==> config.mk <==
export PLATFORM = sky130hd
export DESIGN_NAME = ccd_line_readout_timing
export DESIGN_NICKNAME = d
export VERILOG_FILES = /design/src/verilog/ccd_timing_pkg.sv /design/src/verilog/pixel_classifier.sv /design/src/verilog/ccd_line_readout_timing.sv
export SDC_FILE = /design/constraint.sdc
export NUM_CORES = 1
export LEC_CHECK = 0
export ABC_AREA = 1
export BUFFER_PORTS_ARGS = -buffer_cell sky130_fd_sc_hd__buf_2
export CAP_MARGIN = 20
export CORE_ASPECT_RATIO = 0.6
export CORE_MARGIN = 3
export CORE_UTILIZATION = 29
export DETAILED_ROUTE_END_ITERATION = 10
export PLACE_DENSITY = 0.48
export SYNTH_ARGS = -nofsm -noshare
export SYNTH_HDL_FRONTEND = slang
export SYNTH_SLANG_ARGS = --single-unit
==> constraint.sdc <==
create_clock -name clk_sys_in -period 5.9 [get_ports clk_sys_in]
set_input_delay 0.295 -clock clk_sys_in [delete_from_list [all_inputs] [get_ports clk_sys_in]]
set_output_delay 0.295 -clock clk_sys_in [all_outputs]
set_load 0.01 [all_outputs]
==> src/verilog/ccd_timing_pkg.sv <==
// Constants, states and pin bundle for the line readout timing generator
package ccd_timing_pkg;
	// Clock rate and pixel rates
	localparam int CLK_MHZ = 125;
	localparam int PIX_FAST_MHZ = 40;
	localparam int PIX_FULL_MHZ = 20;
	// Cycles per pixel (one full horizontal cycle), rounded up so the rate is never exceeded
	localparam int PIX_FAST_CYC = (CLK_MHZ + PIX_FAST_MHZ - 1) / PIX_FAST_MHZ;
	localparam int PIX_FULL_CYC = (CLK_MHZ + PIX_FULL_MHZ - 1) / PIX_FULL_MHZ;
	// Line geometry
	localparam int ROW_CELLS = 2124;
	localparam int COLUMNS = 2112;
	localparam int EMPTY_PIX = 12;
	localparam int DARK_PIX = 28;
	localparam int IMAGE_SINGLE = 2056;
	localparam int HALF_CELLS = 1068;
	localparam int IMAGE_DUAL = 1028;
	localparam int DARK_GUARD = 1;
	// Vertical pulse and resume delay, in ns
	localparam int VPULSE_NS = 1000;
	localparam int VPULSE_CYC = (VPULSE_NS * CLK_MHZ + 999) / 1000;
	localparam int RESUME_NS = 1000;
	localparam int RESUME_CYC = (RESUME_NS * CLK_MHZ + 999) / 1000;
	// Software registers of the controller
	localparam logic [3:0] ADDR_CTRL = 4'h0;
	localparam logic [3:0] ADDR_STATUS = 4'h1;
	localparam logic [3:0] ADDR_LINES = 4'h2;
	localparam int CTRL_START = 0;
	localparam int CTRL_DUAL = 1;
	localparam int CTRL_FULL = 2;
	localparam int CTRL_DUMP = 3;
	localparam int PW = 12;
	localparam int CW = 8;

	typedef enum logic [4:0] {
		ST_IDLE = 5'b0_0001,
		ST_VXFER = 5'b0_0010,
		ST_RESUME = 5'b0_0100,
		ST_HCLK = 5'b0_1000,
		ST_DONE = 5'b1_0000
	} rd_state_t;

	// Sensor clock pins, all driven high-active as logic levels
	typedef struct packed {
		logic vertical_phase_one;
		logic vertical_phase_two;
		logic line_dump_gate;
		logic shutter_drain;
		logic left_storage_one;
		logic left_storage_two;
		logic left_barrier_one;
		logic left_barrier_two;
		logic right_storage_one;
		logic right_storage_two;
		logic right_barrier_one;
		logic right_barrier_two;
		logic reset_gate;
	} ccd_pins_t;

	// Pixel class tags for the sample strobe
	typedef enum logic [1:0] {
		PX_EMPTY = 2'h0,
		PX_DARK = 2'h1,
		PX_IMAGE = 2'h2,
		PX_DARK_REF = 2'h3
	} px_class_t;
endpackage : ccd_timing_pkg

==> src/verilog/pixel_classifier.sv <==
// Classifies a horizontal cycle index into empty, dark, dark reference or image
`timescale 1ns/1ps
module pixel_classifier import ccd_timing_pkg::*; #(
	parameter int EMPTY = EMPTY_PIX,
	parameter int DARK = DARK_PIX,
	parameter int IMAGE = IMAGE_SINGLE
) (
	// Cycle index and mode
	input wire logic [PW-1:0] idx_in,
	input wire logic dual_in,
	// Class of the pixel at that index
	output px_class_t cls_out
);
	// Dark columns, inner ones flagged as usable for zero level
	function automatic px_class_t dark_cls(input int pos);
		if (pos >= DARK_GUARD && pos < DARK - DARK_GUARD) begin
			dark_cls = PX_DARK_REF;
		end else begin
			dark_cls = PX_DARK;
		end
	endfunction : dark_cls

	// Order within a line: empty, dark, image, trailing dark in single mode
	always_comb begin
		int i;
		i = int'(idx_in);
		if (i < EMPTY) begin
			cls_out = PX_EMPTY;
		end else if (i < EMPTY + DARK) begin
			cls_out = dark_cls(i - EMPTY);
		end else if (dual_in || i < EMPTY + DARK + IMAGE) begin
			cls_out = PX_IMAGE;
		end else begin
			cls_out = dark_cls(i - EMPTY - DARK - IMAGE);
		end
	end
endmodule : pixel_classifier

==> src/verilog/ccd_line_readout_timing.sv <==
// Line readout timing generator driving the sensor clock pins
//
// Operation
// - Horizontal clocks halted H1 high, H2 low
// - Horizontal restart waits resume delay after vertical
// - Zero reference uses inner 26 dark columns
// - No shutter, vertical or dump pulses during readout
// - Single mode barrier wiring: right barriers crossed
// - Single mode issues 2124 horizontal cycles
// - Dual mode: phase signals drive like-named inputs
// - Dual mode issues 1068 cycles per output
// - Right barrier edges align with others
// - Reset gate pulses after each pixel sample
// - 40 MHz normally, 20 MHz for full range
// - Dual right line reversed and appended later
//
// Implementation choices: the strobed register port and the placing of the registers.
`timescale 1ns/1ps
module ccd_line_readout_timing import ccd_timing_pkg::*; #(
	parameter int ROW_LEN = ROW_CELLS,
	parameter int HALF_LEN = HALF_CELLS,
	parameter int VPULSE = VPULSE_CYC,
	parameter int RESUME = RESUME_CYC
) (
	// Clock and reset
	input wire logic clk_sys_in,
	input wire logic rst_in,
	// Software register port
	input wire logic [3:0] addr_in,
	input wire logic [31:0] wdata_in,
	input wire logic wr_in,
	input wire logic rd_in,
	output logic [31:0] rdata_out,
	// Sensor clock pins
	output ccd_pins_t pins_out,
	// Sample strobe toward the video converters
	output logic sample_out,
	output logic right_valid_out,
	output px_class_t class_out,
	output logic [PW-1:0] index_out,
	output logic busy_out
);
	typedef struct packed {
		rd_state_t st;
		logic dual;
		logic full;
		logic dump;
		logic [PW-1:0] pix;
		logic [CW-1:0] sub;
		logic [CW-1:0] cnt;
		logic [15:0] lines;
		logic [31:0] rdata;
		ccd_pins_t pins;
		logic sample;
		logic rvalid;
		px_class_t cls;
		logic [PW-1:0] idx;
		logic busy;
	} state_t;

	state_t s_r;
	state_t s_nxt;
	px_class_t cls_w;
	logic [CW-1:0] ppc;
	logic [PW-1:0] nline;

	// Pixel index classified combinationally, registered before leaving
	pixel_classifier #(
		.EMPTY(EMPTY_PIX),
		.DARK(DARK_PIX),
		.IMAGE(IMAGE_SINGLE)
	) u_cls (
		.idx_in(s_r.pix),
		.dual_in(s_r.dual),
		.cls_out(cls_w)
	);

	// Horizontal pins from the two phase levels; the barrier mapping picks direction
	function automatic ccd_pins_t hmap(input ccd_pins_t p, input logic h1, input logic dual);
		ccd_pins_t q;
		q = p;
		q.left_storage_one = h1;
		q.left_barrier_one = h1;
		q.right_storage_one = h1;
		q.left_storage_two = ~h1;
		q.left_barrier_two = ~h1;
		q.right_storage_two = ~h1;
		// Same edge as the others since all come from one flop set
		if (dual) begin
			q.right_barrier_one = h1;
			q.right_barrier_two = ~h1;
		end else begin
			q.right_barrier_two = h1;
			q.right_barrier_one = ~h1;
		end
		return q;
	endfunction : hmap

	// Slower pixel rate when full charge range is wanted
	assign ppc = s_r.full ? CW'(PIX_FULL_CYC) : CW'(PIX_FAST_CYC);
	// Line length by mode
	assign nline = s_r.dual ? PW'(HALF_LEN) : PW'(ROW_LEN);

	////////////////////////////////////////////////////////////////////////
	// Next state
	always_comb begin
		s_nxt = s_r;
		s_nxt.rdata = 32'h0000_0000;
		s_nxt.sample = 1'b0;
		s_nxt.rvalid = 1'b0;
		// Register reads answer one cycle later
		if (rd_in) begin
			case (addr_in)
				ADDR_CTRL: s_nxt.rdata = {28'h000_0000, s_r.dump, s_r.full, s_r.dual, 1'b0};
				ADDR_STATUS: s_nxt.rdata = {27'h000_0000, s_r.st};
				ADDR_LINES: s_nxt.rdata = {16'h0000, s_r.lines};
				default: s_nxt.rdata = 32'h0000_0000;
			endcase
		end
		// Mode bits are taken only while idle, so a line never changes mode midway
		if (wr_in && addr_in == ADDR_CTRL && s_r.st == ST_IDLE) begin
			s_nxt.dual = wdata_in[CTRL_DUAL];
			s_nxt.full = wdata_in[CTRL_FULL];
			s_nxt.dump = wdata_in[CTRL_DUMP];
			if (wdata_in[CTRL_START]) begin
				s_nxt.st = ST_VXFER;
				s_nxt.cnt = '0;
				s_nxt.pins.line_dump_gate = wdata_in[CTRL_DUMP];
			end
		end
		case (s_r.st)
			ST_IDLE: begin
				// Halt levels: phase one high, phase two low
				s_nxt.pins = hmap(s_nxt.pins, 1'b1, s_nxt.dual);
				s_nxt.pins.reset_gate = 1'b0;
			end
			ST_VXFER: begin
				// Horizontal clocks held halted while vertical pulses
				s_nxt.pins = hmap(s_r.pins, 1'b1, s_r.dual);
				s_nxt.cnt = s_r.cnt + CW'(1);
				if (int'(s_r.cnt) < VPULSE) begin
					s_nxt.pins.vertical_phase_one = 1'b1;
				end else if (int'(s_r.cnt) < 2 * VPULSE) begin
					s_nxt.pins.vertical_phase_one = 1'b0;
					s_nxt.pins.vertical_phase_two = 1'b1;
				end else begin
					s_nxt.pins.vertical_phase_two = 1'b0;
					s_nxt.st = ST_RESUME;
					s_nxt.cnt = '0;
				end
			end
			ST_RESUME: begin
				// Wait after the vertical falling edge before clocking
				s_nxt.cnt = s_r.cnt + CW'(1);
				if (int'(s_r.cnt) >= RESUME - 1) begin
					s_nxt.pins.line_dump_gate = 1'b0;
					s_nxt.st = s_r.dump ? ST_DONE : ST_HCLK;
					s_nxt.pix = '0;
					s_nxt.sub = '0;
				end
			end
			ST_HCLK: begin
				// Quiet vertical, shutter and dump pins while reading
				s_nxt.pins.vertical_phase_one = 1'b0;
				s_nxt.pins.vertical_phase_two = 1'b0;
				s_nxt.pins.line_dump_gate = 1'b0;
				s_nxt.pins.shutter_drain = 1'b0;
				s_nxt.sub = s_r.sub + CW'(1);
				// First half of the pixel: phase two high moves charge one cell
				s_nxt.pins = hmap(s_nxt.pins, s_r.sub >= (ppc >> 1), s_r.dual);
				s_nxt.pins.reset_gate = 1'b0;
				if (s_r.sub == (ppc >> 1) - CW'(1)) begin
					s_nxt.sample = 1'b1;
					s_nxt.rvalid = s_r.dual;
					s_nxt.cls = cls_w;
					s_nxt.idx = s_r.pix;
				end
				if (s_r.sub == (ppc >> 1)) begin
					s_nxt.pins.reset_gate = 1'b1;
				end
				if (s_r.sub == ppc - CW'(1)) begin
					s_nxt.sub = '0;
					s_nxt.pix = s_r.pix + PW'(1);
					if (s_r.pix == nline - PW'(1)) begin
						s_nxt.st = ST_DONE;
					end
				end
			end
			ST_DONE: begin
				s_nxt.lines = s_r.lines + 16'h0001;
				s_nxt.st = ST_IDLE;
				s_nxt.pins = hmap(s_r.pins, 1'b1, s_r.dual);
				s_nxt.pins.reset_gate = 1'b0;
			end
			default: s_nxt.st = ST_IDLE;
		endcase
		// Busy kept in a flop so the port never shows decode glitches
		s_nxt.busy = (s_nxt.st != ST_IDLE);
	end

	////////////////////////////////////////////////////////////////////////
	// State register
	always_ff @(posedge clk_sys_in) begin
		if (rst_in) begin
			s_r <= '0;
			s_r.st <= ST_IDLE;
			s_r.pins.left_storage_one <= 1'b1;
			s_r.pins.left_barrier_one <= 1'b1;
			s_r.pins.right_storage_one <= 1'b1;
			s_r.pins.right_barrier_two <= 1'b1;
		end else begin
			s_r <= s_nxt;
		end
	end

	////////////////////////////////////////////////////////////////////////
	// Outputs straight from the state flops
	assign rdata_out = s_r.rdata;
	assign pins_out = s_r.pins;
	assign sample_out = s_r.sample;
	assign right_valid_out = s_r.rvalid;
	assign class_out = s_r.cls;
	assign index_out = s_r.idx;
	assign busy_out = s_r.busy;
endmodule : ccd_line_readout_timing

==> results of run 1 <==
## cell type report
cell class | count | area [um2]
fillers | 1939 | 11800
multi-input cells | 480 | 2570
flip-flops and latches | 93 | 1860
inverters | 122 | 460
repair buffers | 58 | 295
well taps | 234 | 293
clock buffers | 9 | 225
clock inverters | 7 | 75.1
## stage by stage
stage | util | total power, uW
after floorplan | - | 711
after global placement | 0.312 | 721
after detailed placement | 0.312 | 721
after CTS | 0.329 | 1320
after global routing | 0.329 | 1350
final | 0.329 | 1290
## flip-flops by register name, summed over array words and instances, names as in the netlist
register         cells
busy_out             1
class_out            2
index_out           12
pins_out             8
rdata_out           16
right_valid_out      1
s_r                 52
sample_out           1
## worst reg2reg max path: cells and delay by family (launching register included)
family                   cells  cell delay (ps)
AO/OA/AOI/OAI                2              400
adder cells (fa/ha/maj)      2              590
buffers and inverters        2              210
flip-flops                   1              500
AND/OR/NAND/NOR             14             1260
## final timing paths
check	to	slack (ps)	start
worst max register to register	class_out[1]$_SDFFE_PP0P_	2900	s_r[96]$_SDFFE_PP0P_
worst max-delay path	class_out[1]$_SDFFE_PP0P_	2900	s_r[96]$_SDFFE_PP0P_
worst min register to register	index_out[3]$_SDFFE_PP0P_	440	index_out[3]$_SDFFE_PP0P_
worst min-delay path	s_r[107]$_SDFFE_PP0P_	240	wdata_in[2]
## cells by family (layout without fill, tap and decap cells)
family | after synthesis | after routing
buf+inv | 197 | 196
flops | 93 | 93
simple gates | 312 | 312
fa+ha+maj | 18 | 18
other cells | 1 | 17
xor+xnor | 9 | 9
compound gates | 124 | 124
## metal layers
| layer | GRT usage | vias up | routed length, um |
|---|---|---|---|
| met5 | 0 | - | 0 |
| met1 | 0.211 | 1913 | 7560 |
| met4 | 0.0228 | 0 | 59 |
| met3 | 0.0315 | 5 | 650 |
| li1 | - | 2367 | - |
| met2 | 0.150 | 90 | 4410 |
## Yosys cell counts, types with 2 or more instances
cell type / n
nand2_1: 128
clkinv_1: 3
nor3_2: 3
nor2_1: 62
nand3_2: 3
a211oi_1: 3
nor2_2: 9
nand2_2: 7
dfxtp_1: 93
o21a_1: 2
nand2_4: 2
nor3_1: 30
nor3_4: 2
clkbuf_1: 9
o221ai_1: 2
a21oi_1: 53
a21oi_2: 3
nand3b_1: 2
nand3_1: 39
buf_4: 60
ha_1: 18
nor2_4: 6
a31oi_1: 4
inv_1: 109
a221oi_1: 2
o211ai_1: 2
xor2_1: 8
o21ai_1: 3
nand3_4: 2
o21ai_0: 44
nand4_1: 14
inv_2: 9
buf_2: 4
## where the power goes
group | internal, uW | switching (uW)
sequential | 633 | 6.38
combinational | 18.9 | 48.1
clock | 301 | 285
total | 953 | 339
==> impl_metrics.csv, run 1 <==
group,metric,value,unit
outcome,status,"completed",
yosys,syn_avg_cell_area,7.10,um2
worst_setup_path,path_class,"register to register",
yosys,ys_async_sr_fraction,0,
drt,drc,0,
global_routing,gr-usage-all-layers,0.125,
yosys,ys_seq_area_frac,0.348,
sta,slew_headroom,0.351,
yosys,synth-simple-area-share,0.282,
floorplan,die_h,111,um
sta,finalClockSkew,11.2,ps
cts,hold_buffers,0,
global_routing,grt_max_degree,36,
cts,clk_latency,340,ps
sta,setup-violations-final,0,
cts,cts-resized-gates,0,
worst_setup_path,slowest_stage,"dfxtp_1",
worst_setup_path,slowest_delay,500,ps
worst_setup_path,cp_top_family,"simple AND/OR/NAND/NOR gates",
floorplan,io_pins,102,
cts,cts_sinks,93,
cts,ctsLongestPathBuffers,2,
floorplan,dieArea,20200,um2
yosys,synthCells,754,
place,gp_congestion,0.825,
finish,antenna_cells,0,
hold_path,hold_depth,3,
worst_setup_path,cp.arrival,3270,ps
sta,holdWs,235,ps
sta,fin_crit_sh,0.508,
finish,final_cells,1003,
place,dp_slack,2950,ps
worst_setup_path,path_buf_inv,2,
cts,clk_pin_slew_worst_paths,80,ps
cts,cts_tree,"yes",
drt,via_per_inst,4.36,
yosys,synth_fa_ha_area_frac,0.0420,
worst_setup_path,cp.depth,20,
finish,areaGrowthSynthToFinish,7.99,%
cts,cts_root_buf,"clkbuf_16",
worst_setup_path,crit_path_max_fanout,8,
finish,fin_area,5780,um2
yosys,synthMuxAreaShare,0,
place,dp_hpwl,9640,um
yosys,ys_types,47,
place,io_buffers,56,
global_routing,grt.overflow.total,0,
drt,wl_per_cell,12.6,um
drt,first_iter_violations,334,
yosys,synth_compound_area_frac,0.129,
place,dp_cells,987,
worst_setup_path,critPathLaunchType,"register",
cts,numCtsBuffers,9,
hold_path,hold_path_class,"input port to register",
global_routing,antenna_found_initial,0,
drt,vias,4375,
worst_setup_path,critPathRequiredTime,6170,ps
floorplan,placementRows,37,
finish,mostFrequentLayoutCells,"nand2_1 (128), inv_1 (109), dfxtp_1 (93), nor2_1 (62), buf_2 (56)",
yosys,synth-xor-area-share,0.0147,
place,place_area,5480,um2
global_routing,grt_pass1_wl,20600,um
yosys,synth_top_family_by_area,"simple AND/OR/NAND/NOR gates",
cts,cts_setup_buffers,0,
yosys,synth-seq-cells,93,
yosys,synth_edf_count,0,
worst_setup_path,endpoint_kind,"register",
sta,tns,0,ps
drt,drt-pass1-iter-count,4,
yosys,yosysWarnings,0,
yosys,syn_area,5360,um2
sta,min_period,3000,ps
yosys,synth.area.top_cells,"dfxtp_1 (35%), nand2_1 (9.0%), buf_4 (8.4%)",
yosys,synth_top_cell_by_area,"dfxtp_1",
sta,timing.final.ws_setup,2900,ps
yosys,synth_top_area_share,0.348,
cts,htree_levels,3,
finish,final_nets,822,
finish,layout_commonest_cell,"nand2_1",
sta,final_max_slew_viol_count,0,
worst_setup_path,reg2regPathDepth,20,
sta,rsz0062_at_grt,"no",
drt,antenna_left,0,
worst_setup_path,crit_chain,"inv_1 > ha_1 > inv_1 > nand3_1 > a21oi_2 > nand3_1 > nand2_1 > nand2_1 > ha_1 > nor2_1 > nand3_1 > nor2_1 > nand2_1 > nor2_1 > nand3_1 > nor2_1 > nand3_1 > nand2_1 > nand2_1 > a21oi_2",
floorplan,start_util,0.304,
drt,wl,12700,um
floorplan,fp.dieW,181,um
pwr,ir_drop,0.000142,V
sta,hold_viol,0,
sta,worst_slew_pin_slew,949,ps
sta,max_freq,334,MHz
global_routing,grt_pass1_vias,3819,
pwr,powerDensity,223,nW/um2
finish,drive_above_1_share,0.161,
yosys,synth-main-ff-cell,"dfxtp_1",
run,maxCapViolations,0,
floorplan,core_area,17600,um2
pwr,leakage,0.00258,uW
No activity file was read; power rests on OpenSTA's default activity.
==> run 2: changes to the inputs <==
Settings changed: PLACE_DENSITY 0.48 to 0.5.
Clock period 5.9 ns to 2.4 ns, I/O delays scaled along.
==> impl_metrics.csv, run 2 (synthesis gave the netlist of run 1 again) <==
group,metric,value,unit
outcome,status,"finished, violations left",
outcome,failed_checks,"negative setup slack",
worst_setup_path,r2r-end,"class_out[1]$_SDFFE_PP0P_",
finish,areaGrowthSynthToFinish,18.3,%
pwr,p_clk_frac,0.466,
place,gp_congestion,0.813,
sta,max_freq,407,MHz
sta,rsz0062_at_grt,"yes",
drt,antenna_left,0,
finish,mostFrequentLayoutCells,"nand2_1 (120), inv_1 (105), dfxtp_1 (86), nor2_1 (60)",
floorplan,dieArea,20200,um2
sta,worst_slew_pin_slew,582,ps
pwr,powerDensity,511,nW/um2
worst_setup_path,critPathLaunchType,"register",
global_routing,antenna_found_initial,0,
worst_setup_path,reg2regPathDepth,22,
pwr,p_sw,804,uW
finish,antenna_cells,0,
drt,wl_per_cell,12.5,um
pwr,seqPwrFrac,0.484,
finish,regMostFlops,"s_r",
pwr,swShare,0.248,
floorplan,io_pins,102,
finish,seq_area,1880,um2
global_routing,grt.overflow.total,0,
cts,ctsLongestPathBuffers,2,
finish,final_nets,878,
worst_setup_path,reg2reg_setup_slack,-60,ps
cts,clk_latency,350,ps
hold_path,hold_depth,3,
drt,drc,0,
hold_path,hold_end,"s_r[107]$_SDFFE_PP0P_",
hold_path,min-delay-start,"wdata_in[2]",
global_routing,grt_pass1_vias,4192,
sta,min_period,2460,ps
global_routing,grt_max_degree,30,
hold_path,hold_path_class,"input port to register",
global_routing,gr-usage-all-layers,0.133,
sta,timing.final.ws_setup,-56.5,ps
drt,vias,4620,
floorplan,start_util,0.304,
finish,layout_commonest_cell,"nand2_1",
finish,nFillCells,1947,
floorplan,core_area,17600,um2
drt,wl,13200,um
drt,drt-pass1-iter-count,5,
worst_setup_path,r2r-start,"s_r[100]$_SDFFE_PP0P_",
finish,multiInputGateArea,2680,um2
sta,hold_viol,0,
sta,holdWs,47.7,ps
sta,setup-violations-final,1,
run,maxCapViolations,0,
finish,drive_above_1_share,0.252,
worst_setup_path,crit_path_max_fanout,5,
cts,cts_sinks,93,
cts,hold_buffers,0,
worst_setup_path,cp.arrival,2740,ps
floorplan,fp.dieW,181,um
worst_setup_path,path_class,"register to register",
sta,finalClockSkew,9.80,ps
place,dp_slack,-224,ps
drt,first_iter_violations,323,
worst_setup_path,critPathRequiredTime,2680,ps
finish,largest_reg_flops,52,
place,io_buffers,56,
pwr,intPower,2440,uW
cts,cts_root_buf,"clkbuf_16",
drt,via_per_inst,4.36,
pwr,power_frac_comb,0.051,
pwr,leakage,0.00289,uW
global_routing,grt_pass1_wl,21900,um
floorplan,placementRows,37,
place,place_area,5840,um2
cts,numCtsBuffers,9,
cts,cts_tree,"yes",
sta,fin_crit_sh,1.02,
sta,final_max_slew_viol_count,0,
pwr,ir_drop,0.000362,V
finish,fin_area,6340,um2
worst_setup_path,endpoint_kind,"register",
sta,slew_headroom,0.611,
pwr,power,3240,uW
finish,final_cells,1059,
floorplan,die_h,111,um
cts,clk_pin_slew_worst_paths,70,ps
place,dp_cells,1033,
cts,htree_levels,3,
place,dp_hpwl,10200,um
[run 2: cell types whose count changed in the layout (fill, tap and decap cells not counted), sizes merged]
cell	before	now
clkinvlp	1	0
buf	58	114
bufinv	0	1
[run 2: cell type report]
type	count	share of cell area
inverters	122	0.0738
clock buffers	9	0.0355
clock inverters	7	0.0138
multi-input cells	480	0.422
flip-flops and latches	93	0.296
well taps	234	0.0462
repair buffers	114	0.113
[run 2: how the worst max path moves through the flow]
stage	start	endpoint	slack, ps
6_report	s_r[100]$_SDFFE_PP0P_	class_out[1]$_SDFFE_PP0P_	-60
5_1_grt	s_r[100]$_SDFFE_PP0P_	class_out[1]$_SDFFE_PP0P_	-400
4_1_cts	s_r[97]$_SDFFE_PP0P_	class_out[1]$_SDFFE_PP0P_	-100
3_5_place_dp	s_r[97]$_SDFFE_PP0P_	class_out[1]$_SDFFE_PP0P_	-220
3_3_place_gp	s_r[97]$_SDFFE_PP0P_	class_out[1]$_SDFFE_PP0P_	-150
2_1_floorplan	s_r[97]$_SDFFE_PP0P_	class_out[1]$_SDFFE_PP0P_	5
[run 2: stage by stage]
stage	TNS, ps	utilization
3_3_place_gp	-150	0.332
5_1_grt	-400	0.360
2_1_floorplan	0	-
6_report	-56.5	0.360
4_1_cts	-103	0.356
3_5_place_dp	-224	0.332
[run 2: power groups by stage]
stage | clock network [uW] | registers [uW] | logic, uW
final | 1510 | 1570 | 164
after global routing | 1610 | 1570 | 186
after CTS | 1550 | 1570 | 166
after detailed placement | 0 | 1610 | 165
after global placement | 0 | 1610 | 166
after floorplan | 0 | 1600 | 142
[run 2: worst max-delay path, stage by stage, from the launching register on]
cell	delay, ps
dfxtp_2	370
nor2_4	170
buf_4	130
nand2_2	50
nor2_4	120
nand2_1	60
nand2_1	50
nand2_1	90
nor2_2	140
nand2_2	70
nand2_1	60
ha_1	220
nor2_1	90
nand3_1	70
nor2_1	90
nand2_1	60
nor2_1	90
nand3_1	80
nor2_1	100
nand3_1	80
nand2_1	60
nand2_1	60
a21oi_2	100
[run 2: routing by layer]
| metal | up-vias | global-route usage | share of wire | wire length (um) |
|---|---|---|---|---|
| met2 | 87 | 0.175 | 0.37 | 4900 |
| met3 | 9 | 0.0357 | 0.047 | 617 |
| li1 | 2486 | - | - | - |
| met4 | 0 | 0.0198 | 0.0058 | 76 |
| met1 | 2038 | 0.213 | 0.58 | 7600 |
| met5 | - | 0 | 0 | 0 |
[run 2: timing repair]
item,4_1_cts,5_1_grt
pin swaps,10,9
endpoints found under the setup margin,1,2
setup buffers,7,3
gates resized for setup,19,15
